$ cat src/rphc_pkg.sv
// rphc_pkg: constants for the read prefetch and hot insert control block
// assumes: PCI command codes on a 4-bit bus, control byte reached as one config byte
package rphc_pkg;
  localparam int          NONPF_BIT      = 4;
  localparam int          LIVE_BIT       = 5;
  localparam int          RSVD_HI        = 7;
  localparam int          RSVD_LO        = 6;
  localparam logic [7:0]  CTRL_RESET     = 8'h00;
  localparam logic [7:0]  CTRL_WMASK     = 8'h30;
  localparam int          SINGLE_DWORDS  = 1;
  localparam int          SYNC_STAGES    = 2;
  localparam logic [3:0]  CMD_IO_READ    = 4'h2;
  localparam logic [3:0]  CMD_IO_WRITE   = 4'h3;
  localparam logic [3:0]  CMD_MEM_READ   = 4'h6;
  localparam logic [3:0]  CMD_MEM_WRITE  = 4'h7;
  localparam logic [3:0]  CMD_MEM_RDMULT = 4'hC;
  localparam logic [3:0]  CMD_MEM_RDLINE = 4'hE;
  localparam logic [3:0]  CMD_MEM_WRINV  = 4'hF;

  typedef enum logic [1:0] {
    RPHC_CLS_NONE = 2'b00,
    RPHC_CLS_IO   = 2'b01,
    RPHC_CLS_MEM  = 2'b10
  } rphc_cls_t;
endpackage : rphc_pkg

$ cat src/rphc_ctrl.sv
// rphc_ctrl: chip control byte bits 4 and 5 with upstream read policy and
// transaction acceptance gating
// assumes: config byte write strobe and target requests are core_clk pulses,
// the hot-insert pin arrives asynchronously
//
// Operation
// - with bit 4 clear, upstream memory reads prefetch and byte enables are not forwarded.
// - with bit 4 set, the requester's byte enables go to the target on plain memory reads.
// - with bit 4 set, a plain memory read fetches one Dword and no more.
// - with bit 4 set, the plain memory read is ended with a disconnect on the first data.
// - memory read line and read multiple stay prefetchable whatever bit 4 holds.
// - with bit 5 clear, the hot-insert pin has no effect on the enables.
// - masking happens only while the pin is set input-only, besides bit 5 set.
// - with bit 5 set and the pin input-only, a high pin forces the effective enables to zero.
// - while masked, no I/O or memory transaction is accepted.
// - bits 7:6 are reserved, ignore writes and read as zero.
`timescale 1ns/100ps
module rphc_ctrl (
  input  wire logic       core_clk,
  input  wire logic       reset_n,
  input  wire logic       cfg_wr,
  input  wire logic [7:0] cfg_wdata,
  output logic      [7:0] cfg_rdata,
  input  wire logic       io_en,
  input  wire logic       mem_en,
  input  wire logic       master_en,
  input  wire logic       hot_pin_oe,
  input  wire logic       hot_pin_in,
  output logic            io_en_eff,
  output logic            mem_en_eff,
  output logic            master_en_eff,
  input  wire logic       up_rd_req,
  input  wire logic [3:0] up_rd_cmd,
  input  wire logic [3:0] up_rd_be_n,
  output logic            rd_valid,
  output logic            rd_prefetch,
  output logic            rd_fwd_be,
  output logic      [3:0] rd_be_n,
  output logic            rd_single,
  output logic            rd_disc_first,
  input  wire logic       tgt_req,
  input  wire logic [3:0] tgt_cmd,
  output logic            tgt_accept,
  output logic            tgt_refuse
);
  logic                nonpf_r;
  logic                live_r;
  logic                hot_mask;
  logic                rd_valid_r;
  logic                rd_prefetch_r;
  logic                rd_fwd_be_r;
  logic [3:0]          rd_be_n_r;
  logic                rd_single_r;
  logic                rd_disc_r;
  logic                plain_rd;
  logic                multi_rd;
  rphc_pkg::rphc_cls_t tgt_cls;

  always_ff @(posedge core_clk or negedge reset_n) begin
    if (!reset_n) begin
      nonpf_r <= rphc_pkg::CTRL_RESET[rphc_pkg::NONPF_BIT];
      live_r  <= rphc_pkg::CTRL_RESET[rphc_pkg::LIVE_BIT];
    end else if (cfg_wr) begin
      nonpf_r <= cfg_wdata[rphc_pkg::NONPF_BIT];
      live_r  <= cfg_wdata[rphc_pkg::LIVE_BIT];
    end
  end

  // only the two live bits are read back, the reserved field is zero
  assign cfg_rdata = {2'h0, live_r, nonpf_r, 4'h0} & rphc_pkg::CTRL_WMASK;

  rphc_hot_mask u_hot_mask (
    .core_clk      (core_clk),
    .reset_n       (reset_n),
    .live_ins      (live_r),
    .hot_pin_oe    (hot_pin_oe),
    .hot_pin_in    (hot_pin_in),
    .io_en         (io_en),
    .mem_en        (mem_en),
    .master_en     (master_en),
    .io_en_eff     (io_en_eff),
    .mem_en_eff    (mem_en_eff),
    .master_en_eff (master_en_eff),
    .hot_mask      (hot_mask)
  );

  assign plain_rd = (up_rd_cmd == rphc_pkg::CMD_MEM_READ);
  assign multi_rd = (up_rd_cmd == rphc_pkg::CMD_MEM_RDLINE)
                 || (up_rd_cmd == rphc_pkg::CMD_MEM_RDMULT);

  // read policy decided once per upstream read request, held until the next
  always_ff @(posedge core_clk or negedge reset_n) begin
    if (!reset_n) begin
      rd_valid_r <= 1'b0;
    end else begin
      rd_valid_r <= up_rd_req && (plain_rd || multi_rd);
    end
  end

  always_ff @(posedge core_clk or negedge reset_n) begin
    if (!reset_n) begin
      rd_prefetch_r <= 1'b0;
      rd_fwd_be_r   <= 1'b0;
      rd_be_n_r     <= 4'hF;
      rd_single_r   <= 1'b0;
      rd_disc_r     <= 1'b0;
    end else if (up_rd_req && (plain_rd || multi_rd)) begin
      if (multi_rd || !nonpf_r) begin
        rd_prefetch_r <= 1'b1;
        rd_fwd_be_r   <= 1'b0;
        rd_be_n_r     <= 4'h0;
        rd_single_r   <= 1'b0;
        rd_disc_r     <= 1'b0;
      end else begin
        rd_prefetch_r <= 1'b0;
        rd_fwd_be_r   <= 1'b1;
        rd_be_n_r     <= up_rd_be_n;
        rd_single_r   <= (rphc_pkg::SINGLE_DWORDS == 1);
        rd_disc_r     <= 1'b1;
      end
    end
  end

  assign rd_valid      = rd_valid_r;
  assign rd_prefetch   = rd_prefetch_r;
  assign rd_fwd_be     = rd_fwd_be_r;
  assign rd_be_n       = rd_be_n_r;
  assign rd_single     = rd_single_r;
  assign rd_disc_first = rd_disc_r;

  always_comb begin
    if ((tgt_cmd == rphc_pkg::CMD_IO_READ) || (tgt_cmd == rphc_pkg::CMD_IO_WRITE)) begin
      tgt_cls = rphc_pkg::RPHC_CLS_IO;
    end else if ((tgt_cmd == rphc_pkg::CMD_MEM_READ) || (tgt_cmd == rphc_pkg::CMD_MEM_WRITE)
              || (tgt_cmd == rphc_pkg::CMD_MEM_RDMULT) || (tgt_cmd == rphc_pkg::CMD_MEM_RDLINE)
              || (tgt_cmd == rphc_pkg::CMD_MEM_WRINV)) begin
      tgt_cls = rphc_pkg::RPHC_CLS_MEM;
    end else begin
      tgt_cls = rphc_pkg::RPHC_CLS_NONE;
    end
  end

  // effective enables already carry the mask, so a masked bridge refuses all I/O and memory commands
  assign tgt_accept = tgt_req && (((tgt_cls == rphc_pkg::RPHC_CLS_IO) && io_en_eff)
                   || ((tgt_cls == rphc_pkg::RPHC_CLS_MEM) && mem_en_eff));
  assign tgt_refuse = tgt_req && (tgt_cls != rphc_pkg::RPHC_CLS_NONE) && !tgt_accept;

  property p_prefetch_default;
    @(posedge core_clk) disable iff (!reset_n)
      (up_rd_req && plain_rd && !nonpf_r) |=> rd_valid && rd_prefetch && !rd_fwd_be;
  endproperty
  a_prefetch_default: assert property (p_prefetch_default)
    else $error("plain read not prefetched with bit 4 clear");

  property p_fwd_be;
    @(posedge core_clk) disable iff (!reset_n)
      (up_rd_req && plain_rd && nonpf_r) |=> rd_fwd_be && (rd_be_n == $past(up_rd_be_n));
  endproperty
  a_fwd_be: assert property (p_fwd_be)
    else $error("byte enables not forwarded with bit 4 set");

  property p_single;
    @(posedge core_clk) disable iff (!reset_n)
      (up_rd_req && plain_rd && nonpf_r) |=> rd_single && !rd_prefetch;
  endproperty
  a_single: assert property (p_single)
    else $error("non-prefetch read not limited to one dword");

  property p_disc;
    @(posedge core_clk) disable iff (!reset_n)
      (up_rd_req && plain_rd && nonpf_r) |=> rd_disc_first ##1 (rd_disc_first || $past(up_rd_req));
  endproperty
  a_disc: assert property (p_disc)
    else $error("disconnect on first data missing or dropped");

  property p_multi_pf;
    @(posedge core_clk) disable iff (!reset_n)
      (up_rd_req && multi_rd) |=> rd_prefetch && !rd_disc_first && !rd_single;
  endproperty
  a_multi_pf: assert property (p_multi_pf)
    else $error("line or multiple read lost prefetch");

  property p_refuse_masked;
    @(posedge core_clk) disable iff (!reset_n)
      (tgt_req && hot_mask && (tgt_cls != rphc_pkg::RPHC_CLS_NONE)) |-> !tgt_accept && tgt_refuse;
  endproperty
  a_refuse_masked: assert property (p_refuse_masked)
    else $error("transaction accepted while masked");

  property p_rsvd_zero;
    @(posedge core_clk) disable iff (!reset_n)
      cfg_wr |=> (cfg_rdata[rphc_pkg::RSVD_HI:rphc_pkg::RSVD_LO] == 2'h0)
                 && (cfg_rdata[5:4] == $past(cfg_wdata[5:4]));
  endproperty
  a_rsvd_zero: assert property (p_rsvd_zero)
    else $error("reserved bits not zero or live bits not stored");

  property p_live_mask_needs_bit;
    @(posedge core_clk) disable iff (!reset_n)
      (!live_r && io_en && mem_en && tgt_req && (tgt_cls == rphc_pkg::RPHC_CLS_MEM)) |-> tgt_accept;
  endproperty
  a_live_mask_needs_bit: assert property (p_live_mask_needs_bit)
    else $error("memory transaction refused with live insertion off");

  // prefetching reads claim all byte lanes and carry no single or disconnect marks
  property p_pf_be_zero;
    @(posedge core_clk) disable iff (!reset_n)
      (up_rd_req && (multi_rd || (plain_rd && !nonpf_r)))
      |=> (rd_be_n == 4'h0) && !rd_single && !rd_disc_first;
  endproperty
  a_pf_be_zero: assert property (p_pf_be_zero)
    else $error("prefetching read kept byte enables or single marks");

  property p_other_rd_ignored;
    @(posedge core_clk) disable iff (!reset_n)
      (up_rd_req && !plain_rd && !multi_rd) |=> !rd_valid;
  endproperty
  a_other_rd_ignored: assert property (p_other_rd_ignored)
    else $error("non-read command produced a read decision");

  property p_rsvd_idle;
    @(posedge core_clk) disable iff (!reset_n)
      (cfg_rdata[rphc_pkg::RSVD_HI:rphc_pkg::RSVD_LO] == 2'h0) && (cfg_rdata[3:0] == 4'h0);
  endproperty
  a_rsvd_idle: assert property (p_rsvd_idle)
    else $error("reserved or foreign bits read non-zero");

  // with no mask the programmed enables pass straight through
  property p_unmasked_pass;
    @(posedge core_clk) disable iff (!reset_n)
      !hot_mask |-> (io_en_eff == io_en) && (mem_en_eff == mem_en)
                    && (master_en_eff == master_en);
  endproperty
  a_unmasked_pass: assert property (p_unmasked_pass)
    else $error("enables altered while not masked");
endmodule : rphc_ctrl

$ cat src/rphc_hot_mask.sv
// rphc_hot_mask: synchronises the hot-insert pin and masks the command enables
// assumes: stored enables and the pin direction control come from core_clk logic
`timescale 1ns/100ps
module rphc_hot_mask (
  input  wire logic core_clk,
  input  wire logic reset_n,
  input  wire logic live_ins,
  input  wire logic hot_pin_oe,
  input  wire logic hot_pin_in,
  input  wire logic io_en,
  input  wire logic mem_en,
  input  wire logic master_en,
  output logic      io_en_eff,
  output logic      mem_en_eff,
  output logic      master_en_eff,
  output logic      hot_mask
);
  logic [rphc_pkg::SYNC_STAGES-1:0] pin_sync_r;
  logic                             pin_s;

  always_ff @(posedge core_clk or negedge reset_n) begin
    if (!reset_n) begin
      pin_sync_r <= '0;
    end else begin
      pin_sync_r <= {pin_sync_r[rphc_pkg::SYNC_STAGES-2:0], hot_pin_in};
    end
  end

  assign pin_s = pin_sync_r[rphc_pkg::SYNC_STAGES-1];

  // mask acts only with live insertion on and the pin set input-only
  assign hot_mask      = live_ins && !hot_pin_oe && pin_s;
  // stored enables untouched, only the effective copies are gated
  assign io_en_eff     = io_en && !hot_mask;
  assign mem_en_eff    = mem_en && !hot_mask;
  assign master_en_eff = master_en && !hot_mask;

  property p_pin_forces_zero;
    @(posedge core_clk) disable iff (!reset_n)
      (live_ins && !hot_pin_oe && $past(hot_pin_in, 2) && $past(hot_pin_in, 1) && reset_n
       && $past(reset_n, 2))
      |-> !io_en_eff && !mem_en_eff && !master_en_eff;
  endproperty
  a_pin_forces_zero: assert property (p_pin_forces_zero)
    else $error("hot pin high did not clear effective enables");

  property p_live_off;
    @(posedge core_clk) disable iff (!reset_n)
      !live_ins |-> (io_en_eff == io_en) && (mem_en_eff == mem_en)
                    && (master_en_eff == master_en);
  endproperty
  a_live_off: assert property (p_live_off)
    else $error("pin influenced enables with live insertion off");

  property p_output_dir;
    @(posedge core_clk) disable iff (!reset_n)
      hot_pin_oe |-> !hot_mask && (io_en_eff == io_en);
  endproperty
  a_output_dir: assert property (p_output_dir)
    else $error("mask applied while pin is driven as output");

  property p_restore;
    @(posedge core_clk) disable iff (!reset_n)
      ($past(hot_mask) && !hot_mask) |-> (mem_en_eff == mem_en) && (master_en_eff == master_en);
  endproperty
  a_restore: assert property (p_restore)
    else $error("programmed enables not restored after mask");
endmodule : rphc_hot_mask

$ cat config.mk
export PLATFORM = sky130hd
export DESIGN_NAME = rphc_ctrl
export DESIGN_NICKNAME = d
export VERILOG_FILES = /design/src/rphc_pkg.sv /design/src/rphc_ctrl.sv /design/src/rphc_hot_mask.sv
export SDC_FILE = /design/constraint.sdc
export NUM_CORES = 1
export LEC_CHECK = 0
export ABC_CLOCK_PERIOD_IN_PS = 1480
export BUFFER_PORTS_ARGS = -buffer_cell sky130_fd_sc_hd__buf_2
export CAP_MARGIN = 20
export CORE_UTILIZATION = 30
export DETAILED_ROUTE_END_ITERATION = 12
export PLACE_DENSITY_LB_ADDON = 0.25
export SLEW_MARGIN = 20
export SYNTH_ARGS = -nofsm -noshare
export SYNTH_HDL_FRONTEND = slang
export SYNTH_SLANG_ARGS = --single-unit
$ cat constraint.sdc
create_clock -name core_clk -period 1.48 [get_ports core_clk]
set_clock_uncertainty 0.15 [all_clocks]
set_input_delay 0.222 -clock core_clk [delete_from_list [all_inputs] [get_ports core_clk]]
set_output_delay 0.222 -clock core_clk [all_outputs]
set_load 0.01 [all_outputs]
==> results.json, run 1 <==
{
  "critPathLaunchType": "flop",
  "p_int_uw": 563,
  "grt_pass1_vias": 490,
  "overflow": 0,
  "io_buffer_count": 39,
  "drcViolationCount": 0,
  "wl_per_cell_um": 10.1,
  "violations": "negative setup slack",
  "place_congestion": 0.706,
  "final.period_utilization_pct": 112,
  "setup_viol": 5,
  "ios": 52,
  "cap_violations": 0,
  "synth-seq-cells": 11,
  "critPathRequiredTime_ns": 1.11,
  "firstDrtPassIters": 2,
  "hpwlAfterDp_um": 936,
  "fin_util_pct": 50.6,
  "die-area_sq_um": 2220,
  "synthCells": 56,
  "mostFrequentLayoutCell": "buf_2",
  "initial_core_util_pct": 33.5,
  "final_cell_mix": "buf_2 (37), dfrtp_1 (7), conb_1 (6), buf_4 (6)",
  "drt_wl_total_mm": 1.30,
  "ir_drop_mv": 0.563,
  "pwr-share-comb_pct": 28.6,
  "seqPwrFrac_pct": 45.6,
  "synth_area_per_cell_sq_um": 10.9,
  "leakage_nw": 0.466,
  "ys_seq_area_share_pct": 46.0,
  "power.switching_uw": 219,
  "clock_path_buffers": 2,
  "dieWidth_um": 47.1,
  "htree_levels": 1,
  "fp.dieH_um": 47.1,
  "fin_cells": 129,
  "insertion_delay_ns": 0.27,
  "arrival_ns": 1.28,
  "max_freq_mhz": 605,
  "ys_top_cells_by_area": "dfrtp_1 (29%), dfstp_2 (17%), buf_4 (12%)",
  "highest_layer": "met4",
  "period_minus_slack_ns": 1.65,
  "cts_made_buffers": 3,
  "status": "finished, violations left",
  "antenna_cells": 0,
  "dp_slack_ns": 0.0779,
  "drive_gt1_share_pct": 58.7,
  "wl_met1_um": 519,
  "antenna_found_initial": 0,
  "clk_pin_slew_ns": 0.07,
  "layout_setup_ws_ns": -0.173,
  "tns_ns": -0.708,
  "grt_pass1_wl_mm": 2.02,
  "filler_cell_count": 194,
  "synth_cell_type_count": 24,
  "pwr-share-clk_pct": 25.9,
  "cts.sinks": 11,
  "endpoint_kind": "primary output",
  "power.density_nw_per_um2": 849,
  "dp.cells": 116,
  "synth_top_area_share_pct": 28.7,
  "drt_first_iter_violations": 9,
  "dr_total_vias": 555,
  "cts_tree": "done",
  "grt_max_degree": 12,
  "synth_area_leader_cell": "dfrtp_1",
  "syn_area_sq_um": 609,
  "synth_warnings": 0,
  "vias_per_cell": 4.30,
  "setup.worst_path.class": "reg -> out",
  "antenna_left": 0,
  "cts-root-buf": "clkbuf_4",
  "switching_share_pct": 28.0,
  "met3WireLength_um": 66,
  "slew_violations": 0,
  "rsz0062_at_grt": "yes",
  "coreArea_sq_um": 1820,
  "grt_usage_pct": 13.9,
  "synthToLayoutAreaGrowth_pct": 51.1,
  "num_rows": 15,
  "wl_met2_um": 705,
  "cp_max_fo": 5,
  "nNetsFinal": 135,
  "finalHoldViolations": 0,
  "holdWs_ns": 0.0109,
  "hp-class": "in -> reg"
}
==> layout make-up <==
| class | count | area (sq um) | share of cell area, % |
|---|---|---|---|
| tap | 25 | 31.3 | 3.40 |
| sequential | 11 | 280 | 30.4 |
| clock buffer | 4 | 26.3 | 2.85 |
| inverter | 1 | 3.75 | 0.408 |
| multi-input combinational | 38 | 277 | 30.0 |
| timing repair buffer | 50 | 303 | 32.9 |
==> path summary, 6_finish.rpt <==
| kind | from | to | slack (ns) | depth (start not counted) |
|---|---|---|---|---|
| worst max-delay path | live_r | tgt_refuse | -0.17 | 4 |
| worst min-delay path | up_rd_be_n[3] | rd_be_n[3] | 0.01 | 3 |
| worst max register to register | nonpf_r | rd_single | 0.30 | 3 |
| worst min register to register | u_hot_mask.pin_sync_r[0] | u_hot_mask.pin_sync_r[1] | 0.20 | 0 |
| max in group asynchronous | reset_n | rd_be_n[2] | 0.72 | 2 |
| min in group asynchronous | reset_n | rd_prefetch | 0.20 | 2 |
==> power groups by stage <==
stage	combinational [mW]	clock [mW]	sequential [mW]
6_report	0.223	0.202	0.356
3_3_place_gp	0.189	0	0.362
3_5_place_dp	0.191	0	0.363
2_1_floorplan	0.114	0	0.373
4_1_cts	0.210	0.215	0.357
5_1_grt	0.247	0.234	0.360
==> logic make-up after synthesis <==
| family | Yosys count | share of synthesized area, % |
|---|---|---|
| simple gates | 14 | 13.8 |
| buf+inv | 12 | 13.8 |
| mux | 4 | 7.80 |
| flops | 11 | 46.0 |
| compound gates | 14 | 18.1 |
| other cells | 1 | 0.615 |
==> cells in the mapped netlist, drive strengths merged <==
cell	instances
and2	3
o21ai	4
clkbuf	1
nor4bb	1
buf	10
dfrtp	7
nand3b	1
o211a	1
dfstp	4
nand2	5
o21a	1
a21boi	1
a21oi	1
o2111ai	1
o31ai	4
nor2	1
nand3	1
inv	1
nor2b	2
mux2	3
conb	1
o211ai	1
mux2i	1
==> registers in the layout (all words and copies together), names as in the netlist <==
| name | count |
|---|---|
| nonpf_r | 1 |
| rd_prefetch | 1 |
| live_r | 1 |
| rd_valid | 1 |
| rd_be_n | 4 |
| u_hot_mask.pin_sync_r | 2 |
| rd_single | 1 |
==> per-layer routing <==
layer / global-route usage (%) / up-vias
met2: 22.8 / 24
met1: 15.0 / 253
met4: 6.86 / 0
li1: - / 276
met3: 6.92 / 2
met5: 0 / -
==> critical path: stages (launching register included) <==
cell	delay, ns
dfrtp_1	0.38
nand3b_1	0.21
a21oi_2	0.08
o211a_1	0.21
buf_2	0.13
==> metrics by stage <==
step / cell area (sq um) / power (mW)
6_report: 921 / 0.782
5_1_grt: 921 / 0.841
4_1_cts: 888 / 0.782
3_5_place_dp: 790 / 0.554
3_3_place_gp: 790 / 0.551
2_1_floorplan: 628 / 0.487
==> repair_timing <==
action                                  CTS  global route
hold buffers                              5             0
endpoints found under the setup margin    5             5
resized for setup                         2             4
pin swaps                                 5             1
buffers inserted                          2             2
hold endpoints to repair                 15             0
No activity file was read; power rests on OpenSTA's default activity.
==> inputs of run 2 (changes only) <==
CELL_PAD_IN_SITES_DETAIL_PLACEMENT = 0   (was not set)
CELL_PAD_IN_SITES_GLOBAL_PLACEMENT = 1   (was not set)
CORE_UTILIZATION = 25   (was 30)
==> run 2 against run 1 <==
  * The flow still finishes with violations (negative setup slack)
  * Register-to-register slack about the same
  * Die area up 19%
  * Fmax up 1.6%
  * Cell count unchanged
  * Cell area down 2.6%
  * Via count down 1.1%
  * Clock power down 2%
  * Global-route usage down 3.4 points
  * Combinational power down 4%
  * Count of clock-buffer cells in the layout down 1
  * Non-clock buffer count down 3
  * Critical path type unchanged
  * Highest routed layer unchanged
==> results.json, run 2 (synthesis gave the netlist of run 1 again) <==
{
  "path_buf_inv": 1,
  "hold_path_end": "rd_be_n[2]",
  "antenna_cells": 0,
  "r2r_cells": 3,
  "fin_util_pct": 39.8,
  "firstDrtPassIters": 3,
  "ir_drop_mv": 0.505,
  "io_buffer_count": 39,
  "slew_violations": 0,
  "leakage_nw": 0.456,
  "htree_levels": 1,
  "holdWs_ns": 0.0162,
  "setup.worst_path.class": "reg -> out",
  "coreArea_sq_um": 2250,
  "grt_pass1_vias": 477,
  "layout_setup_ws_ns": -0.148,
  "die-area_sq_um": 2640,
  "antenna_left": 0,
  "clock_path_buffers": 2,
  "grt_usage_pct": 10.6,
  "drt_wl_total_mm": 1.26,
  "drive_gt1_share_pct": 58.4,
  "mostFrequentLayoutCell": "buf_2",
  "power.density_nw_per_um2": 858,
  "antenna_found_initial": 0,
  "cp_max_fo": 5,
  "max_freq_mhz": 614,
  "dr_total_vias": 549,
  "reg2reg_to": "rd_single",
  "setup_viol": 5,
  "cts_made_buffers": 3,
  "largest_reg_flops": 4,
  "worstHoldPathCells": 3,
  "finalHoldViolations": 0,
  "vias_per_cell": 4.26,
  "dieWidth_um": 51.4,
  "hold_path_startpoint": "up_rd_be_n[2]",
  "cp_cell_sequence": "nand3b_1, a21oi_1, o211a_1, buf_2",
  "overflow": 0,
  "endpoint_kind": "primary output",
  "insertion_delay_ns": 0.26,
  "place_congestion": 0.594,
  "critPathRequiredTime_ns": 1.11,
  "grt_max_degree": 12,
  "cts.sinks": 11,
  "rsz0062_at_grt": "yes",
  "clk_pin_slew_ns": 0.07,
  "drcViolationCount": 0,
  "crit_family": "flip-flops",
  "fp.dieH_um": 51.4,
  "nNetsFinal": 132,
  "status": "finished, violations left",
  "initial_core_util_pct": 27.0,
  "synthToLayoutAreaGrowth_pct": 47.2,
  "r2r-start": "nonpf_r",
  "hpwlAfterDp_um": 955,
  "arrival_ns": 1.26,
  "r2r_setup_slack_ns": 0.29,
  "period_minus_slack_ns": 1.63,
  "final_cell_mix": "buf_2 (37), dfrtp_1 (7), conb_1 (6)",
  "num_rows": 17,
  "violations": "negative setup slack",
  "critPathLaunchType": "flop",
  "cts-root-buf": "clkbuf_4",
  "ios": 52,
  "crit_path_top_delay_cell": "dfrtp_1",
  "slowest_delay_ns": 0.39,
  "filler_cell_count": 247,
  "final.period_utilization_pct": 110,
  "drt_first_iter_violations": 7,
  "hp-class": "in -> reg",
  "cts_tree": "done",
  "cap_violations": 0,
  "wl_per_cell_um": 9.75,
  "grt_pass1_wl_mm": 1.99
}
run 2: changes by cell type in the layout (fill, tap and decap cells not counted):
cell,change
a21oi_1,+1
a21oi_2,-1
buf_4,-2
clkbuf_1,-1
clkinv_2,+1
dlygate4sd3_1,-1
run 2: tightest hold or removal path: cells and delay by family:
kind / cells / cell delay, ns
AO/OA/AOI/OAI: 1 / 0.06
buffers and inverters: 1 / 0.10
AND/OR/NAND/NOR: 1 / 0.05
run 2: power breakdown:
| part | switching [mW] | leakage (nW) | total [mW] | internal, mW |
|---|---|---|---|---|
| logic | 0.103 | 0.313 | 0.214 | 0.112 |
| registers | 0.0178 | 0.125 | 0.358 | 0.340 |
| clock network | 0.0979 | 0.0177 | 0.198 | 0.0998 |
| total | 0.218 | 0.456 | 0.770 | 0.551 |
run 2: through the flow:
stage	TNS (ns)	instances	setup WS [ns]	cell area, sq um	power [mW]
finish	-0.381	129	-0.148	897	0.770
floorplan	0	61	0.292	628	0.487
CTS	-0.405	129	-0.156	880	0.777
global route	-0.759	129	-0.224	897	0.822
detailed placement	0	119	0.0944	793	0.557
global placement	0	119	0.104	793	0.553
run 2: worst max path at each step:
stage | slack [ns] | startpoint | endpoint | depth (start not counted)
2_1_floorplan | 0.29 | live_r | tgt_refuse | 3
3_3_place_gp | 0.10 | hot_pin_oe | tgt_refuse | 5
3_5_place_dp | 0.09 | hot_pin_oe | tgt_refuse | 5
4_1_cts | -0.16 | live_r | tgt_refuse | 4
5_1_grt | -0.22 | live_r | tgt_refuse | 4
6_report | -0.15 | live_r | tgt_refuse | 4
run 2: repair_timing:
item / in CTS / in global routing
endpoints found under the setup margin: 5 / 5
setup buffers: 2 / 0
gates cloned: 0 / 0
resized for setup: 1 / 4
pin swaps: 4 / 0
hold buffers: 4 / 0
hold endpoints to repair: 14 / 0
run 2: final cells by class:
| cell class | instances | area (sq um) | share of cell area [%] |
|---|---|---|---|
| Clock buffer | 3 | 22.5 | 2.51 |
| Clock inverter | 1 | 5.00 | 0.558 |
| Inverter | 1 | 3.75 | 0.418 |
| Multi-Input combinational cell | 38 | 273 | 30.4 |
| Sequential cell | 11 | 280 | 31.2 |
| Tap cell | 28 | 35.0 | 3.91 |
| Timing Repair Buffer | 47 | 278 | 31.0 |
run 2: routing by layer:
layer / share of wire [%] / up-vias / GRT usage, %
li1: - / 272 / -
met1: 46 / 243 / 13.2
met2: 44 / 32 / 16.5
met3: 9.0 / 2 / 2.08
met4: 1.1 / 0 / 6.76
met5: 0 / - / 0
